<file path="config.mk">
export PLATFORM = sky130hd
export DESIGN_NAME = lpm_measure_ctrl
export DESIGN_NICKNAME = d
export VERILOG_FILES = /design/src/verilog/lpm_pkg.sv /design/src/verilog/lpm_i2c_target.sv /design/src/verilog/lpm_measure_ctrl.sv
export SDC_FILE = /design/constraint.sdc
export NUM_CORES = 1
export LEC_CHECK = 0
export ABC_AREA = 1
export BUFFER_PORTS_ARGS = -buffer_cell sky130_fd_sc_hd__buf_2
export CAP_MARGIN = 20
export CORE_ASPECT_RATIO = 1.25
export CORE_UTILIZATION = 55
export CTS_CLUSTER_DIAMETER = 40
export DETAILED_ROUTE_END_ITERATION = 12
export PLACE_DENSITY_LB_ADDON = 0.2
export SLEW_MARGIN = 20
export SYNTH_ARGS = -nofsm -noshare
export SYNTH_HDL_FRONTEND = slang
export SYNTH_HIERARCHICAL = 1
export SYNTH_SLANG_ARGS = --single-unit
export TNS_END_PERCENT = 10
</file>
<file path="constraint.sdc">
create_clock -name clk -period 5.8 [get_ports clk]
set_input_delay 1.16 -clock clk [delete_from_list [all_inputs] [get_ports clk]]
set_output_delay 1.16 -clock clk [all_outputs]
set_load 0.05 [all_outputs]
</file>
<file path="src/verilog/lpm_pkg.sv">
// constants of the light and proximity measurement controller
// How it works
// (RULE_01) config bit 5 enables, bit 4 selects hysteresis
// (RULE_02) side bit low lower, high upper threshold
// (RULE_03) integration code picks 6.25 to 800 ms
// (RULE_04) host avoids integration below 50 ms
// (RULE_05) light repeat wait is field times 50 ms
// (RULE_06) light wait zero means continuous measuring
// (RULE_07) light wait resets to 500 ms
// (RULE_08) light sensor powers off after each measurement
// (RULE_09) light result frozen from read start to stop
// (RULE_10) reset loads defaults and enters standby
// (RULE_11) writing 0x01 to 0x01 resets whole device
// (RULE_12) host writes configuration at 0x02 to 0x27
// (RULE_13) register address advances on each written byte
// (RULE_14) stop after control write starts proximity cycle
// (RULE_15) oscillator, calibrate, then LED on/off samples
// (RULE_16) proximity result is lit minus ambient sample
// (RULE_17) one-shot powers down, oscillator kept for light
// (RULE_18) repeat mode waits interval then repeats forever
// (RULE_19) proximity wait is register times 5 ms
// (RULE_20) default proximity cycle finishes under 2 ms
// (RULE_21) bus target answers at address 0x37
// (RULE_22) host reads after writing register address first
// (RULE_23) 16-bit values: high byte at lower address
// (RULE_24) config bits 7:6 ignored, bit 3 zero
package lpm_pkg;
	localparam logic [6:0] TARGET_ADDR      = 7'h37;
	localparam logic [7:0] PART_ID_VALUE    = 8'h5a; // arbitrary value
	// register offsets
	localparam logic [7:0] A_PART_ID        = 8'h00;
	localparam logic [7:0] A_SOFT_RESET     = 8'h01;
	localparam logic [7:0] A_CFG_FIRST      = 8'h02;
	localparam logic [7:0] A_PROX_UP_HIGH   = 8'h10;
	localparam logic [7:0] A_PROX_UP_LOW    = 8'h11;
	localparam logic [7:0] A_PROX_WAIT      = 8'h16;
	localparam logic [7:0] A_PROX_CTRL      = 8'h17;
	localparam logic [7:0] A_LIGHT_LO_HIGH  = 8'h22;
	localparam logic [7:0] A_LIGHT_LO_LOW   = 8'h23;
	localparam logic [7:0] A_LIGHT_CFG      = 8'h25;
	localparam logic [7:0] A_LIGHT_WAIT     = 8'h26;
	localparam logic [7:0] A_LIGHT_CTRL     = 8'h27;
	localparam logic [7:0] A_PROX_RES_HIGH  = 8'h41;
	localparam logic [7:0] A_PROX_RES_LOW   = 8'h42;
	localparam logic [7:0] A_LIGHT_RES_HIGH = 8'h43;
	localparam logic [7:0] A_LIGHT_RES_LOW  = 8'h44;
	// field positions and masks
	localparam int         HYST_EN_BIT      = 5;
	localparam int         HYST_SIDE_BIT    = 4;
	localparam logic [7:0] LIGHT_CFG_MASK   = 8'h37;
	localparam int         CTRL_ONESHOT_BIT = 0;
	localparam int         CTRL_REPEAT_BIT  = 1;
	localparam int         SOFT_RESET_BIT   = 0;
	// values after reset
	localparam logic [7:0] RST_LIGHT_CFG    = 8'h04;
	localparam logic [7:0] RST_LIGHT_WAIT   = 8'h0a;
	localparam logic [7:0] RST_PROX_WAIT    = 8'h0a;
	// timing: all sequencing runs on a 50 us tick
	localparam int         CLK_PERIOD_NS    = 10;
	localparam int         TICK_US          = 50;
	localparam int         TICK_CYCLES      = TICK_US * 1000 / CLK_PERIOD_NS;
	localparam int         LIGHT_STEP_MS    = 50;
	localparam int         LIGHT_STEP_TICKS = LIGHT_STEP_MS * 1000 / TICK_US;
	localparam int         PROX_STEP_MS     = 5;
	localparam int         PROX_STEP_TICKS  = PROX_STEP_MS * 1000 / TICK_US;
	localparam int         INTEG_BASE_US    = 6250;
	localparam int         INTEG_BASE_TICKS = INTEG_BASE_US / TICK_US;
	localparam int         OSC_START_US     = 200;
	localparam int         OSC_START_TICKS  = (OSC_START_US + TICK_US - 1) / TICK_US;
	localparam int         RX_CAL_US        = 200;
	localparam int         RX_CAL_TICKS     = (RX_CAL_US + TICK_US - 1) / TICK_US;
	localparam int         RX_INTEG_US      = 300;
	localparam int         RX_INTEG_TICKS   = (RX_INTEG_US + TICK_US - 1) / TICK_US;
endpackage

</file>
<file path="src/verilog/lpm_i2c_target.sv">
// two-wire bus target: bit engine, address match, byte events
`timescale 1ns/1ps
module lpm_i2c_target (
	input  wire logic       clk,        // system clock
	input  wire logic       rstn,       // async reset, active low
	input  wire logic       scl_in,     // bus clock from host
	input  wire logic       sda_in,     // bus data level
	output logic            sda_oe,     // high while pulling data low
	input  wire logic [7:0] rd_data,    // byte to send on reads
	output logic            wr_p,       // data byte received
	output logic            wr_first,   // byte is the register address
	output logic [7:0]      wr_data,    // received byte
	output logic            rd_begin_p, // read transaction addressed
	output logic            rd_ack_p,   // host acked a sent byte
	output logic            stop_p      // stop condition seen
);
	typedef enum logic [6:0] {
		T_IDLE = 7'b0000001,
		T_ADDR = 7'b0000010,
		T_AACK = 7'b0000100,
		T_WR   = 7'b0001000,
		T_WACK = 7'b0010000,
		T_RD   = 7'b0100000,
		T_MACK = 7'b1000000
	} lpm_tgt_state_t;

	lpm_tgt_state_t st;          // bus engine state
	logic       scl_m, scl_s, scl_d; // clock sync chain and history
	logic       sda_m, sda_s, sda_d; // data sync chain and history
	logic [3:0] cnt;             // bits moved in current byte
	logic [7:0] sh;              // receive shifter
	logic [7:0] tx;              // transmit shifter
	logic       rw;              // direction bit of address byte
	logic       first;           // next write byte is the pointer

	// two-flop synchronisers, the first flop feeds only the second
	always_ff @(posedge clk or negedge rstn) begin
		if (!rstn) begin
			{scl_m, scl_s, scl_d} <= 3'h7;
			{sda_m, sda_s, sda_d} <= 3'h7;
		end else begin
			{scl_m, scl_s, scl_d} <= {scl_in, scl_m, scl_s};
			{sda_m, sda_s, sda_d} <= {sda_in, sda_m, sda_s};
		end
	end

	wire rise  = scl_s & ~scl_d;
	wire fall  = ~scl_s & scl_d;
	wire start = scl_s & scl_d & sda_d & ~sda_s;
	wire stop  = scl_s & scl_d & ~sda_d & sda_s;

	// byte engine; outputs change on the detected clock fall, except rd_ack_p on the rise and stop_p
	always_ff @(posedge clk or negedge rstn) begin
		if (!rstn) begin
			st <= T_IDLE;
			cnt <= 4'h0;
			sh <= 8'h00;
			tx <= 8'h00;
			rw <= 1'b0;
			first <= 1'b0;
			sda_oe <= 1'b0;
			wr_p <= 1'b0;
			wr_first <= 1'b0;
			wr_data <= 8'h00;
			rd_begin_p <= 1'b0;
			rd_ack_p <= 1'b0;
			stop_p <= 1'b0;
		end else begin
			wr_p <= 1'b0;
			rd_begin_p <= 1'b0;
			rd_ack_p <= 1'b0;
			stop_p <= stop;
			if (start) begin
				st <= T_ADDR;
				cnt <= 4'h0;
				sda_oe <= 1'b0;
			end else if (stop) begin
				st <= T_IDLE;
				sda_oe <= 1'b0;
			end else if (rise) begin
				if (st == T_ADDR || st == T_WR) begin
					sh <= {sh[6:0], sda_s};
					cnt <= cnt + 4'h1;
				end else if (st == T_MACK) begin
					// a released line is a nack: go idle until the next start
					if (sda_s)
						st <= T_IDLE;
					else
						rd_ack_p <= 1'b1;
				end
			end else if (fall) begin
				unique case (st)
					T_IDLE: ;
					T_ADDR: if (cnt == 4'h8) begin
						// (RULE_21) own address match
						if (sh[7:1] == lpm_pkg::TARGET_ADDR) begin
							sda_oe <= 1'b1;
							rw <= sh[0];
							rd_begin_p <= sh[0];
							st <= T_AACK;
						end else begin
							st <= T_IDLE;
						end
					end
					T_AACK, T_MACK: begin
						cnt <= 4'h1;
						if (st == T_AACK && !rw) begin
							sda_oe <= 1'b0;
							first <= 1'b1;
							cnt <= 4'h0;
							st <= T_WR;
						end else begin
							tx <= rd_data;
							sda_oe <= ~rd_data[7];
							st <= T_RD;
						end
					end
					T_WR: if (cnt == 4'h8) begin
						sda_oe <= 1'b1;
						wr_p <= 1'b1;
						wr_first <= first;
						wr_data <= sh;
						st <= T_WACK;
					end
					T_WACK: begin
						sda_oe <= 1'b0;
						first <= 1'b0;
						cnt <= 4'h0;
						st <= T_WR;
					end
					T_RD: if (cnt == 4'h8) begin
						sda_oe <= 1'b0;
						st <= T_MACK;
					end else begin
						sda_oe <= ~tx[6];
						tx <= {tx[6:0], 1'b0};
						cnt <= cnt + 4'h1;
					end
				endcase
			end
		end
	end
endmodule

</file>
<file path="src/verilog/lpm_measure_ctrl.sv">
// light and proximity measurement sequencer with its register file
`timescale 1ns/1ps
module lpm_measure_ctrl #(
	parameter int TICK_CYCLES = lpm_pkg::TICK_CYCLES // cycles per 50 us tick
) (
	input  wire logic        clk,              // 100 MHz system clock
	input  wire logic        rstn,             // async reset, active low
	input  wire logic        scl_in,           // bus clock pin
	input  wire logic        sda_in,           // bus data pin level
	output logic             sda_out,          // bus data drive level
	output logic             sda_oe,           // bus data drive enable
	output logic             osc_en,           // precision oscillator run
	output logic             prox_rx_power,    // proximity receiver power
	output logic             prox_rx_cal,      // receiver calibration
	output logic             led_on,           // infrared LED pulse
	output logic [7:0]       led_setting,      // LED current/frequency byte
	input  wire logic [15:0] prox_sample,      // receiver converter value
	output logic             light_power,      // light sensor circuitry on
	input  wire logic [15:0] light_sample,     // light converter value
	output logic             light_hyst_lower, // hysteresis on lower limit
	output logic             light_hyst_upper, // hysteresis on upper limit
	output logic [15:0]      prox_upper_threshold,  // upper proximity limit
	output logic [15:0]      light_lower_threshold, // lower light limit
	output logic [15:0]      prox_result       // last proximity result
);
	localparam int TW = $clog2(TICK_CYCLES);
	localparam logic [7:0] A_LED_SETTING = 8'h0f;

	// the divider needs at least two cycles per tick
	if (TICK_CYCLES < 2) begin : g_bad_tick
		$error("TICK_CYCLES must be 2 or more");
	end

	typedef enum logic [6:0] {
		P_IDLE    = 7'b0000001,
		P_OSC     = 7'b0000010,
		P_CAL     = 7'b0000100,
		P_LED_ON  = 7'b0001000,
		P_LED_OFF = 7'b0010000,
		P_CALC    = 7'b0100000,
		P_WAIT    = 7'b1000000
	} lpm_prox_state_t;

	typedef enum logic [2:0] {
		L_IDLE  = 3'b001,
		L_INTEG = 3'b010,
		L_WAIT  = 3'b100
	} lpm_light_state_t;

	logic [7:0]  cfg [0:63];      // configuration bytes by address
	logic [7:0]  ptr;             // register pointer
	logic [7:0]  rd_byte;         // byte offered to the bus
	logic        wr_p;            // byte written by host
	logic        wr_first;        // that byte was the pointer
	logic [7:0]  wr_data;         // written byte
	logic        rd_begin_p;      // read transaction started
	logic        rd_ack_p;        // host acked a read byte
	logic        stop_p;          // stop condition
	logic        srst;            // soft reset pulse
	logic        reset_pend;      // soft reset armed until stop
	logic        prox_pend;       // proximity control written
	logic        light_pend;      // light control written
	logic        prox_kick;       // start proximity sequencing
	logic        light_kick;      // start light sequencing
	logic [TW-1:0] div;           // tick divider
	logic        tick;            // one-cycle 50 us enable
	lpm_prox_state_t  pst;        // proximity sequencer
	lpm_light_state_t lst;        // light sequencer
	logic [15:0] p_cnt;           // ticks spent in proximity phase
	logic [15:0] l_cnt;           // ticks spent in light phase
	logic [15:0] p_len;           // length of current proximity phase
	logic [15:0] l_len;           // length of current light phase
	logic        p_end;           // proximity phase ends this cycle
	logic        l_end;           // light phase ends this cycle
	logic [15:0] lit;             // sample with LED on
	logic [15:0] amb;             // sample with LED off
	logic [15:0] light_live;      // newest light result
	logic [15:0] light_shadow;    // light result seen by the bus
	logic        lock;            // bus read in progress

	// (RULE_07) reset values, light wait 500 ms by default
	function automatic logic [7:0] reset_val(input logic [7:0] a);
		unique case (a)
			lpm_pkg::A_LIGHT_CFG:  reset_val = lpm_pkg::RST_LIGHT_CFG;
			lpm_pkg::A_LIGHT_WAIT: reset_val = lpm_pkg::RST_LIGHT_WAIT;
			lpm_pkg::A_PROX_WAIT:  reset_val = lpm_pkg::RST_PROX_WAIT;
			default:               reset_val = 8'h00;
		endcase
	endfunction

	// true for addresses that hold writable configuration
	function automatic logic writable(input logic [7:0] a);
		writable = (a >= lpm_pkg::A_CFG_FIRST) && (a <= lpm_pkg::A_LIGHT_CTRL);
	endfunction

	// two-wire target handles all pin timing
	lpm_i2c_target u_target (
		.clk        (clk),
		.rstn       (rstn),
		.scl_in     (scl_in),
		.sda_in     (sda_in),
		.sda_oe     (sda_oe),
		.rd_data    (rd_byte),
		.wr_p       (wr_p),
		.wr_first   (wr_first),
		.wr_data    (wr_data),
		.rd_begin_p (rd_begin_p),
		.rd_ack_p   (rd_ack_p),
		.stop_p     (stop_p)
	);

	// open-drain: only ever drive low
	assign sda_out = 1'b0;

	// configuration store
	always_ff @(posedge clk or negedge rstn) begin
		if (!rstn) begin
			// (RULE_10) defaults at power-up
			for (int i = 0; i < 64; i++)
				cfg[i] <= reset_val(8'(i));
		end else if (srst) begin
			// (RULE_11) soft reset as power-up
			for (int i = 0; i < 64; i++)
				cfg[i] <= reset_val(8'(i));
		end else if (wr_p && !wr_first && writable(ptr)) begin
			// (RULE_24) drop don't-care and reserved bits
			if (ptr == lpm_pkg::A_LIGHT_CFG)
				cfg[ptr[5:0]] <= wr_data & lpm_pkg::LIGHT_CFG_MASK;
			else
				cfg[ptr[5:0]] <= wr_data;
		end
	end

	// register pointer
	always_ff @(posedge clk or negedge rstn) begin
		if (!rstn) begin
			ptr <= 8'h00;
		end else if (srst) begin
			ptr <= 8'h00;
		end else if (wr_p) begin
			// (RULE_13) first byte loads, later bytes advance
			ptr <= wr_first ? wr_data : ptr + 8'h01;
		end else if (rd_ack_p) begin
			ptr <= ptr + 8'h01;
		end
	end

	// read data, registered so the target sees a steady byte
	always_ff @(posedge clk or negedge rstn) begin
		if (!rstn) begin
			rd_byte <= 8'h00;
		end else begin
			// (RULE_23) high byte at lower address
			unique case (ptr)
				lpm_pkg::A_PART_ID:        rd_byte <= lpm_pkg::PART_ID_VALUE;
				lpm_pkg::A_PROX_RES_HIGH:  rd_byte <= prox_result[15:8];
				lpm_pkg::A_PROX_RES_LOW:   rd_byte <= prox_result[7:0];
				lpm_pkg::A_LIGHT_RES_HIGH: rd_byte <= light_shadow[15:8];
				lpm_pkg::A_LIGHT_RES_LOW:  rd_byte <= light_shadow[7:0];
				default: rd_byte <= writable(ptr) ? cfg[ptr[5:0]] : 8'h00;
			endcase
		end
	end

	// writes armed during a transaction act at its stop
	always_ff @(posedge clk or negedge rstn) begin
		if (!rstn) begin
			reset_pend <= 1'b0;
			prox_pend <= 1'b0;
			light_pend <= 1'b0;
			srst <= 1'b0;
			prox_kick <= 1'b0;
			light_kick <= 1'b0;
		end else begin
			srst <= stop_p & reset_pend;
			// (RULE_14) stop wakes the proximity sequencer
			prox_kick <= stop_p & prox_pend & ~reset_pend;
			light_kick <= stop_p & light_pend & ~reset_pend;
			if (stop_p || srst) begin
				reset_pend <= 1'b0;
				prox_pend <= 1'b0;
				light_pend <= 1'b0;
			end else if (wr_p && !wr_first) begin
				// (RULE_11) reset command armed
				if (ptr == lpm_pkg::A_SOFT_RESET && wr_data[lpm_pkg::SOFT_RESET_BIT])
					reset_pend <= 1'b1;
				if (ptr == lpm_pkg::A_PROX_CTRL)
					prox_pend <= 1'b1;
				if (ptr == lpm_pkg::A_LIGHT_CTRL)
					light_pend <= 1'b1;
			end
		end
	end

	// 50 us tick; a slower rate as an enable, not a clock
	always_ff @(posedge clk or negedge rstn) begin
		if (!rstn) begin
			div <= '0;
			tick <= 1'b0;
		end else begin
			tick <= (div == TW'(TICK_CYCLES - 1));
			div <= (div == TW'(TICK_CYCLES - 1)) ? '0 : div + 1'b1;
		end
	end

	// phase lengths in ticks
	always_comb begin
		unique case (pst)
			// (RULE_15) oscillator start, calibration, LED on and off
			// (RULE_20) phases total about 1 ms
			P_OSC:     p_len = 16'(lpm_pkg::OSC_START_TICKS);
			P_CAL:     p_len = 16'(lpm_pkg::RX_CAL_TICKS);
			P_LED_ON:  p_len = 16'(lpm_pkg::RX_INTEG_TICKS);
			P_LED_OFF: p_len = 16'(lpm_pkg::RX_INTEG_TICKS);
			// (RULE_19) wait in 5 ms steps
			P_WAIT: p_len = 16'(cfg[lpm_pkg::A_PROX_WAIT[5:0]] * lpm_pkg::PROX_STEP_TICKS);
			default:   p_len = 16'h0001;
		endcase
		unique case (lst)
			// (RULE_03) 6.25 ms doubled per code step
			L_INTEG: l_len = 16'(lpm_pkg::INTEG_BASE_TICKS) << cfg[lpm_pkg::A_LIGHT_CFG[5:0]][2:0];
			// (RULE_05) wait in 50 ms steps, six-bit field
			L_WAIT:  l_len = 16'(cfg[lpm_pkg::A_LIGHT_WAIT[5:0]][5:0] * lpm_pkg::LIGHT_STEP_TICKS);
			default: l_len = 16'h0001;
		endcase
		p_end = tick && (p_cnt == p_len - 16'h0001);
		l_end = tick && (l_cnt == l_len - 16'h0001);
	end

	wire [7:0] prox_ctrl  = cfg[lpm_pkg::A_PROX_CTRL[5:0]];
	wire [7:0] light_ctrl = cfg[lpm_pkg::A_LIGHT_CTRL[5:0]];
	wire prox_rep   = prox_ctrl[lpm_pkg::CTRL_REPEAT_BIT];
	wire prox_any   = prox_rep | prox_ctrl[lpm_pkg::CTRL_ONESHOT_BIT];
	wire light_rep  = light_ctrl[lpm_pkg::CTRL_REPEAT_BIT];
	wire light_any  = light_rep | light_ctrl[lpm_pkg::CTRL_ONESHOT_BIT];
	wire prox_wait0 = (cfg[lpm_pkg::A_PROX_WAIT[5:0]] == 8'h00);
	wire light_wait0 = (cfg[lpm_pkg::A_LIGHT_WAIT[5:0]][5:0] == 6'h00);

	// proximity sequencer
	always_ff @(posedge clk or negedge rstn) begin
		if (!rstn) begin
			pst <= P_IDLE;
			p_cnt <= 16'h0000;
		end else if (srst) begin
			pst <= P_IDLE;
			p_cnt <= 16'h0000;
		end else if (prox_kick) begin
			// a control write restarts the cycle or stops it
			pst <= prox_any ? P_OSC : P_IDLE;
			p_cnt <= 16'h0000;
		end else begin
			unique case (pst)
				P_IDLE: ;
				P_CALC: begin
					p_cnt <= 16'h0000;
					// (RULE_17) one-shot ends in standby
					// (RULE_18) repeat mode loops forever
					if (!prox_rep)
						pst <= P_IDLE;
					else
						pst <= prox_wait0 ? P_OSC : P_WAIT;
				end
				P_OSC, P_CAL, P_LED_ON, P_LED_OFF, P_WAIT: begin
					if (p_end) begin
						p_cnt <= 16'h0000;
						unique case (pst)
							P_OSC:     pst <= P_CAL;
							P_CAL:     pst <= P_LED_ON;
							P_LED_ON:  pst <= P_LED_OFF;
							P_LED_OFF: pst <= P_CALC;
							default:   pst <= P_OSC;
						endcase
					end else if (tick) begin
						p_cnt <= p_cnt + 16'h0001;
					end
				end
			endcase
		end
	end

	// proximity samples and result
	always_ff @(posedge clk or negedge rstn) begin
		if (!rstn) begin
			lit <= 16'h0000;
			amb <= 16'h0000;
			prox_result <= 16'h0000;
		end else if (srst) begin
			lit <= 16'h0000;
			amb <= 16'h0000;
			prox_result <= 16'h0000;
		end else begin
			// (RULE_15) store lit and ambient samples
			if (pst == P_LED_ON && p_end)
				lit <= prox_sample;
			if (pst == P_LED_OFF && p_end)
				amb <= prox_sample;
			// (RULE_16) lit minus ambient, floored at zero
			if (pst == P_CALC)
				prox_result <= (lit > amb) ? lit - amb : 16'h0000;
		end
	end

	// light sequencer
	always_ff @(posedge clk or negedge rstn) begin
		if (!rstn) begin
			lst <= L_IDLE;
			l_cnt <= 16'h0000;
			light_live <= 16'h0000;
		end else if (srst) begin
			lst <= L_IDLE;
			l_cnt <= 16'h0000;
			light_live <= 16'h0000;
		end else if (light_kick) begin
			lst <= light_any ? L_INTEG : L_IDLE;
			l_cnt <= 16'h0000;
		end else if (l_end) begin
			l_cnt <= 16'h0000;
			unique case (lst)
				L_INTEG: begin
					light_live <= light_sample;
					// (RULE_06) zero wait restarts at once
					// (RULE_08) sensor off right after each result
					if (!light_rep)
						lst <= L_IDLE;
					else
						lst <= light_wait0 ? L_INTEG : L_WAIT;
				end
				L_WAIT:  lst <= L_INTEG;
				default: lst <= L_IDLE;
			endcase
		end else if (tick && lst != L_IDLE) begin
			l_cnt <= l_cnt + 16'h0001;
		end
	end

	// bus view of the light result
	always_ff @(posedge clk or negedge rstn) begin
		if (!rstn) begin
			lock <= 1'b0;
			light_shadow <= 16'h0000;
		end else begin
			// (RULE_09) frozen from read start until stop
			if (rd_begin_p)
				lock <= 1'b1;
			else if (stop_p)
				lock <= 1'b0;
			// the shadow catches up as soon as the lock drops
			if (srst)
				light_shadow <= 16'h0000;
			else if (!lock && !rd_begin_p)
				light_shadow <= light_live;
		end
	end

	// front-end controls, registered to keep them glitch free
	always_ff @(posedge clk or negedge rstn) begin
		if (!rstn) begin
			osc_en <= 1'b0;
			prox_rx_power <= 1'b0;
			prox_rx_cal <= 1'b0;
			led_on <= 1'b0;
			light_power <= 1'b0;
		end else begin
			// (RULE_17) oscillator kept while light is measuring
			osc_en <= (pst != P_IDLE && pst != P_WAIT) || (lst == L_INTEG);
			prox_rx_power <= pst inside {P_CAL, P_LED_ON, P_LED_OFF};
			prox_rx_cal <= (pst == P_CAL);
			led_on <= (pst == P_LED_ON);
			// (RULE_08) off from the cycle after each result
			light_power <= (lst == L_INTEG) && !l_end;
		end
	end

	// hysteresis selection for the threshold logic
	always_ff @(posedge clk or negedge rstn) begin
		if (!rstn) begin
			light_hyst_lower <= 1'b0;
			light_hyst_upper <= 1'b0;
		end else begin
			// (RULE_01) enable bit gates hysteresis
			// (RULE_02) side bit picks lower or upper limit
			light_hyst_lower <= cfg[lpm_pkg::A_LIGHT_CFG[5:0]][lpm_pkg::HYST_EN_BIT] &
				~cfg[lpm_pkg::A_LIGHT_CFG[5:0]][lpm_pkg::HYST_SIDE_BIT];
			light_hyst_upper <= cfg[lpm_pkg::A_LIGHT_CFG[5:0]][lpm_pkg::HYST_EN_BIT] &
				cfg[lpm_pkg::A_LIGHT_CFG[5:0]][lpm_pkg::HYST_SIDE_BIT];
		end
	end

	// (RULE_23) thresholds assembled high byte first
	assign prox_upper_threshold  = {cfg[lpm_pkg::A_PROX_UP_HIGH[5:0]],
		cfg[lpm_pkg::A_PROX_UP_LOW[5:0]]};
	assign light_lower_threshold = {cfg[lpm_pkg::A_LIGHT_LO_HIGH[5:0]],
		cfg[lpm_pkg::A_LIGHT_LO_LOW[5:0]]};
	assign led_setting = cfg[A_LED_SETTING[5:0]];
endmodule

</file>
# --- Word level (Yosys, flattened, before mapping) ---
# Cells that the tools add are included.
word_totals:
  reg_bits: 726
  wordCells: 393
classes:
  addsub: 8
  mul: 2
  n_lt_le_gt_ge: 5
  eq_ne: 49
  shifts: 1
  muxes: 122
  bitwise_logic: 28
  reduce_logical: 68
op_table:
  columns: ["operator", "count"]
  rows:
  - ["512-bit two-way mux", 3]
  - ["512-bit bitwise mux", 2]
  - ["16-bit two-way mux", 21]
  - ["7-bit two-way mux", 17]
  - ["8-bit two-way mux", 8]
  - ["16-bit one-hot mux with 2 select lines", 2]
  - ["8-bit binary-select mux with 6-bit select", 1]
  - ["8-bit demux with 6-bit select", 1]
  - ["15-bit one-hot mux with 3 select lines", 1]
  - ["1-bit two-way mux", 41]
  - ["8-bit one-hot mux with 5 select lines", 1]
  - ["7-bit one-hot mux with 5 select lines", 1]
  - ["16-bit by 1-bit adder with 16-bit output, second input constant", 2]
  - ["16-bit == test", 2]
  - ["8-bit by 7-bit == test with 1-bit output, second input constant", 4]
  - ["16-bit by 1-bit subtractor with 16-bit output, second input constant", 2]
  - ["7-bit one-hot mux with 2 select lines", 2]
  - ["2-bit nonzero test", 14]
  - ["4-bit two-way mux", 6]
  - ["6-bit one-hot mux with 4 select lines", 1]
  - ["7-bit by 6-bit == test with 1-bit output, second input constant", 3]
  - ["3-bit two-way mux", 6]
  - ["6-bit AND reduction", 3]
  - ["8-bit by 6-bit == test with 1-bit output, second input constant", 2]
  - ["other kinds (64)", 137]

# --- Logic depth before layout (Yosys ltp) ---
logic_depth:
  word_depth: 10
  depth_mapped: 31
  ltp_nobuf: 31

# --- Modules after synthesis ---
# The synthesis kept the hierarchy.
modules_own_cells:
  columns: ["mod", "instances", "cells_per_inst", "area_per_inst_um2", "seq_area_each_um2"]
  rows:
  - ["lpm_measure_ctrl", 1, 3354, 28361.0, 13772.0]
  - ["lpm_i2c_target", 1, 328, 2716.4, 1209.9]

# --- Worst setup path before layout ---
# OpenSTA, ideal clock, no wires.
synth_path:
  path_type: "register to register"
  start: "register cfg[201] (netlist name)"
  end: "register light_live[15]"
  arrival_time_ns: 4.360
  t_required_ns: 5.724
  setup_slack_ns: 1.364
  path_stages_with_launch: 28
  n_path_buf: 2
  path_cell_list: "dfstp_2 inv_1 fa_1 inv_1 ha_1 inv_1 fa_1 inv_1 ha_1 inv_1 fa_1 xnor2_1 nand2_1 nand2_1 nor2_1 nand2_1 nor2_1 nand3_1 inv_1 nand2_1 xnor2_1 nor2_1 nand3_1 nor3_2 buf_4 buf_4 nand3_1 o21ai_1"
synth_via:
  elab_chain_len: 7
synth_lines:
  columns: ["element", "line", "rtl"]
  rows:
  - ["start: declaration", "lpm_measure_ctrl.sv:50", "logic [7:0] cfg [0:63];"]
  - ["start signal: indexed assignment", "lpm_measure_ctrl.sv:120", "cfg[i] <= reset_val(8'(i));"]
  - ["start signal: indexed assignment", "lpm_measure_ctrl.sv:124", "cfg[i] <= reset_val(8'(i));"]
  - ["start signal: indexed assignment", "lpm_measure_ctrl.sv:128", "cfg[ptr[5:0]] <= wr_data & lpm_pkg::LIGHT_CFG_MASK;"]
  - ["6-bit by 7-bit multiplier with 13-bit output", "lpm_measure_ctrl.sv:223", "L_WAIT: l_len = 16'(cfg[lpm_pkg::A_LIGHT_WAIT[5:0]][5:0] * lpm_pkg::LIGHT_STEP_TICKS);"]
  - ["16-bit one-hot mux with 2 select lines", "lpm_measure_ctrl.sv:219", "unique case (lst)"]
  - ["16-bit by 1-bit subtractor with 16-bit output", "lpm_measure_ctrl.sv:227", "l_end = tick && (l_cnt == l_len - 16'h0001);"]
  - ["16-bit == test", "lpm_measure_ctrl.sv:227", null]
  - ["1-bit logical AND", "lpm_measure_ctrl.sv:227", null]
  - ["2-bit nonzero test (no source line)", null, null]
  - ["3-bit AND reduction (no source line)", null, null]
  - ["end signal: assignment", "lpm_measure_ctrl.sv:320", "light_live <= light_sample;"]
  - ["end: declaration", "lpm_measure_ctrl.sv:77", "logic [15:0] light_live;"]
# No other way between the ends.
# A chain may end at the register's enable or synchronous reset.

# --- Final worst setup path ---
layout_path:
  start: "register cfg[201] (netlist name)"
  end: "register light_live[9]"
# The elaborated chain is that of the path after synthesis.

==> flow_metrics.py <==
metrics = {
    "status": {
        "status": "completed",
    },
    "floorplan": {
        "core_um2": 55900,
        "die_area_um2": 57500,
        "start_util_pct": 55.5,
        "num_rows": 97,
        "die_h_um": 268,
        "die_x_um": 215,
        "ioPinCount": 101,
    },
    "global_routing": {
        "grt_first_pass_wirelength_um": 136000,
        "antenna_found_initial": 2,
        "globalRouteOverflowTotal": 0,
        "grt_pass1_vias": 25300,
        "grt_max_degree": 216,
        "grtUsageTotal_pct": 29.6,
    },
    "worst_setup_path": {
        "worstRegToRegCells": 27,
        "crit_cells": 27,
        "cp.required_ns": 6.32,
        "worst_r2r_endpoint": "light_live[9]$_DFFE_PN0P_",
        "critPathBufInv": 8,
        "rr_startpoint": "cfg[201]$_DFFE_PN1P_",
        "crit_path_max_fanout": 29,
        "crit_arrival_ns": 5.72,
        "critical_path_class": "flip-flop to flip-flop",
        "cpMaxStageDelayCell": "dfstp_2",
        "crit_family": "adder cells",
        "crit_top_cell": "inv_1",
        "r2r_slack_ns": 0.60,
        "cp-end-kind": "flip-flop",
        "cpPeakStageDelay_ns": 0.59,
        "cp-startpoint": "cfg[201]$_DFFE_PN1P_",
        "critPathLaunchType": "flip-flop",
    },
    "sta": {
        "finalHoldViolations": 0,
        "final.setup.tns_ns": 0,
        "slew_viol_final": 0,
        "tightest_slew_ns": 1.03,
        "maxSlewHeadroom_pct": 29.4,
        "rsz0062_at_grt": "no",
        "finalCriticalPeriod_ns": 5.20,
        "skew_ns": 0.0280,
        "setup_viol": 0,
        "max_freq_ghz": 0.192,
        "hold_ws_ns": 0.354,
        "final.period_utilization_pct": 89.7,
        "setup_ws_ns": 0.600,
    },
    "drt": {
        "met3_length_um": 5710,
        "drt_iter0_drc": 2533,
        "post_drt_via_cell_ratio": 5.84,
        "drc": 0,
        "ant_nets": 0,
        "drt-total-wl_um": 84200,
        "wl_met2_um": 40400,
        "via_count": 26200,
        "met1Wirelength_um": 34500,
        "dr.pass1.iters": 6,
        "wl_per_cell_um": 18.8,
        "routed.top_layer": "met4",
    },
    "cts": {
        "cts_hold_buf": 0,
        "htree_num_levels": 3,
        "clk_pin_slew_worst_paths_ns": 0.06,
        "cts.sinks": 598,
        "cts_made_buffers": 80,
        "post_cts_buffers": 0,
        "cts_resized": 0,
        "cts_tree": "yes",
        "clock_path_buffers": 3,
        "cts-root-buf": "clkbuf_16",
        "clock_latency_ns": 0.64,
    },
    "placed_design": {
        "portBuffers": 99,
        "gp_congestion": 0.912,
        "dp_slack_ns": 0.643,
        "hpwlAfterDp_um": 55100,
    },
    "finish": {
        "num-nets-final": 3804,
        "fin_util_pct": 61.9,
        "area_growth_pct": 11.5,
        "layout-drive-gt1-share_pct": 11.3,
    },
    "power": {
        "cellPowerDensity_nw_per_um2": 274,
        "power.static_leakage_uw": 0.0170,
        "total_power_uw": 9500,
        "ir_drop_uv": 240,
    },
    "synthesis": {
        "ys_ff_latch": 598,
        "synth_cell_types": 67,
        "syn-mean-instance-area_um2": 8.44,
        "syn_area_um2": 31100,
        "synth-edff-count": 0,
        "yosysSeqAreaShare_pct": 48.2,
        "synth-main-ff-cell": "dfrtp_1",
        "syn-num-nets": 3822,
        "postSynthCellCount": 3682,
        "ys_warn_count": 6,
        "async_flop_share_pct": 100,
    },
    "flow_run": {
        "drv_cap": 0,
    },
    "worst_hold_path": {
        "hold_path.class": "flip-flop to flip-flop",
        "worstHoldStart": "u_target/sda_m$_DFF_PN1_",
        "min_path_cells": 0,
        "min_to": "u_target/sda_s$_DFF_PN1_",
    },
}
-- worst reg2reg max path, delay by kind of cell (launching register included) --
family                   cells  cell delay [ns]
XOR/XNOR                     2             0.26
adder cells (fa/ha/maj)      5             1.87
buffers and inverters        8             0.94
flip-flops                   1             0.59
AND/OR/NAND/NOR             12             1.39
-- placed cells by master (no fill, tap or decap), types with 46 or more instances in the layout --
cell	instances
dfrtp_1	583
nand2_1	532
inv_1	467
nand3_1	437
o21ai_0	287
nor2_1	255
o22ai_1	251
buf_2	98
ha_1	87
clkbuf_16	81
a21oi_1	74
xor2_1	46
-- cells by family (layout without fill, tap and decap cells) --
logic type / after synthesis / after routing / synth area share (%)
xor gates and xnor gates: 58 / 58 / 1.63
muxes: 1 / 1 / 0.0362
adders and majority gates: 104 / 104 / 4.60
AOI/OAI and AO/OA: 777 / 777 / 15.1
other: 1 / 3 / 0.0121
and+or+nand+nor: 1409 / 1409 / 20.8
buffers and inverters: 734 / 783 / 9.64
DFF: 598 / 598 / 48.2
-- state kept, by name, summed over array words and instances (netlist names), 8 cells and up --
signal and count:
light_live 16, u_target/wr_data 8, light_shadow 16, prox_result 16, light_lower_threshold 16, cfg 328, u_target/sh 8, amb 16
rd_byte 8, led_setting 8, light_ctrl 8, prox_upper_threshold 16, lit 16, prox_ctrl 8, p_cnt 16, l_cnt 16
ptr 8, div 13
-- worst max path at each step --
stage | endpoint | slack, ns
floorplan | light_live[15]$_DFFE_PN0P_ | 1.36
global placement | light_live[9]$_DFFE_PN0P_ | 0.71
detailed placement | light_live[9]$_DFFE_PN0P_ | 0.64
CTS | light_live[12]$_DFFE_PN0P_ | 0.57
global route | light_live[12]$_DFFE_PN0P_ | 0.09
finish | light_live[9]$_DFFE_PN0P_ | 0.60
-- metal layers --
metal / track usage (%) / vias up
li1: - / 12400
met4: 14.1 / 0
met2: 49.4 / 969
met1: 38.0 / 12600
met5: 0 / -
met3: 4.71 / 202
-- power by group --
group          internal [uW]  total (uW)  switching [uW]  leakage (uW)
clock                   2970        5070            2110       0.00134
combinational           52.5         215             162       0.00769
sequential              4200        4220            19.1       0.00792
total                   7220        9500            2290        0.0170
-- cells in the mapped netlist, types with 24 or more instances --
| master | n | share of area [%] |
|---|---|---|
| xor2_1 | 46 | 1.3 |
| ha_1 | 87 | 3.5 |
| o21ai_0 | 288 | 4.6 |
| nor3_1 | 36 | 0.58 |
| inv_1 | 468 | 5.7 |
| nand2_1 | 533 | 6.4 |
| nor2_1 | 258 | 3.1 |
| nand3_1 | 442 | 7.1 |
| dfrtp_1 | 584 | 47 |
| a21oi_1 | 74 | 1.2 |
| o41ai_1 | 24 | 0.68 |
| clkbuf_1 | 160 | 1.9 |
| nor2_2 | 32 | 0.64 |
| buf_4 | 49 | 1.2 |
| o22ai_1 | 251 | 5.1 |
| nand4_1 | 36 | 0.72 |
-- area by class of cell --
class | instances | area (um^2)
multi-input combinational | 2350 | 13100
tap | 742 | 928
clock inverter | 54 | 654
sequential | 598 | 15000
fill | 4825 | 21300
antenna | 2 | 5.00
inverter | 495 | 1880
timing repair buffer | 139 | 921
clock buffer | 95 | 2140
-- per-stage QoR --
stage / instances / area, um^2
3_3_place_gp: 4321 / 31800
6_report: 4475 / 34700
3_5_place_dp: 4321 / 31800
4_1_cts: 4470 / 34600
2_1_floorplan: 3682 / 31100
5_1_grt: 4474 / 34700
(Power assumes the default switching activity.)
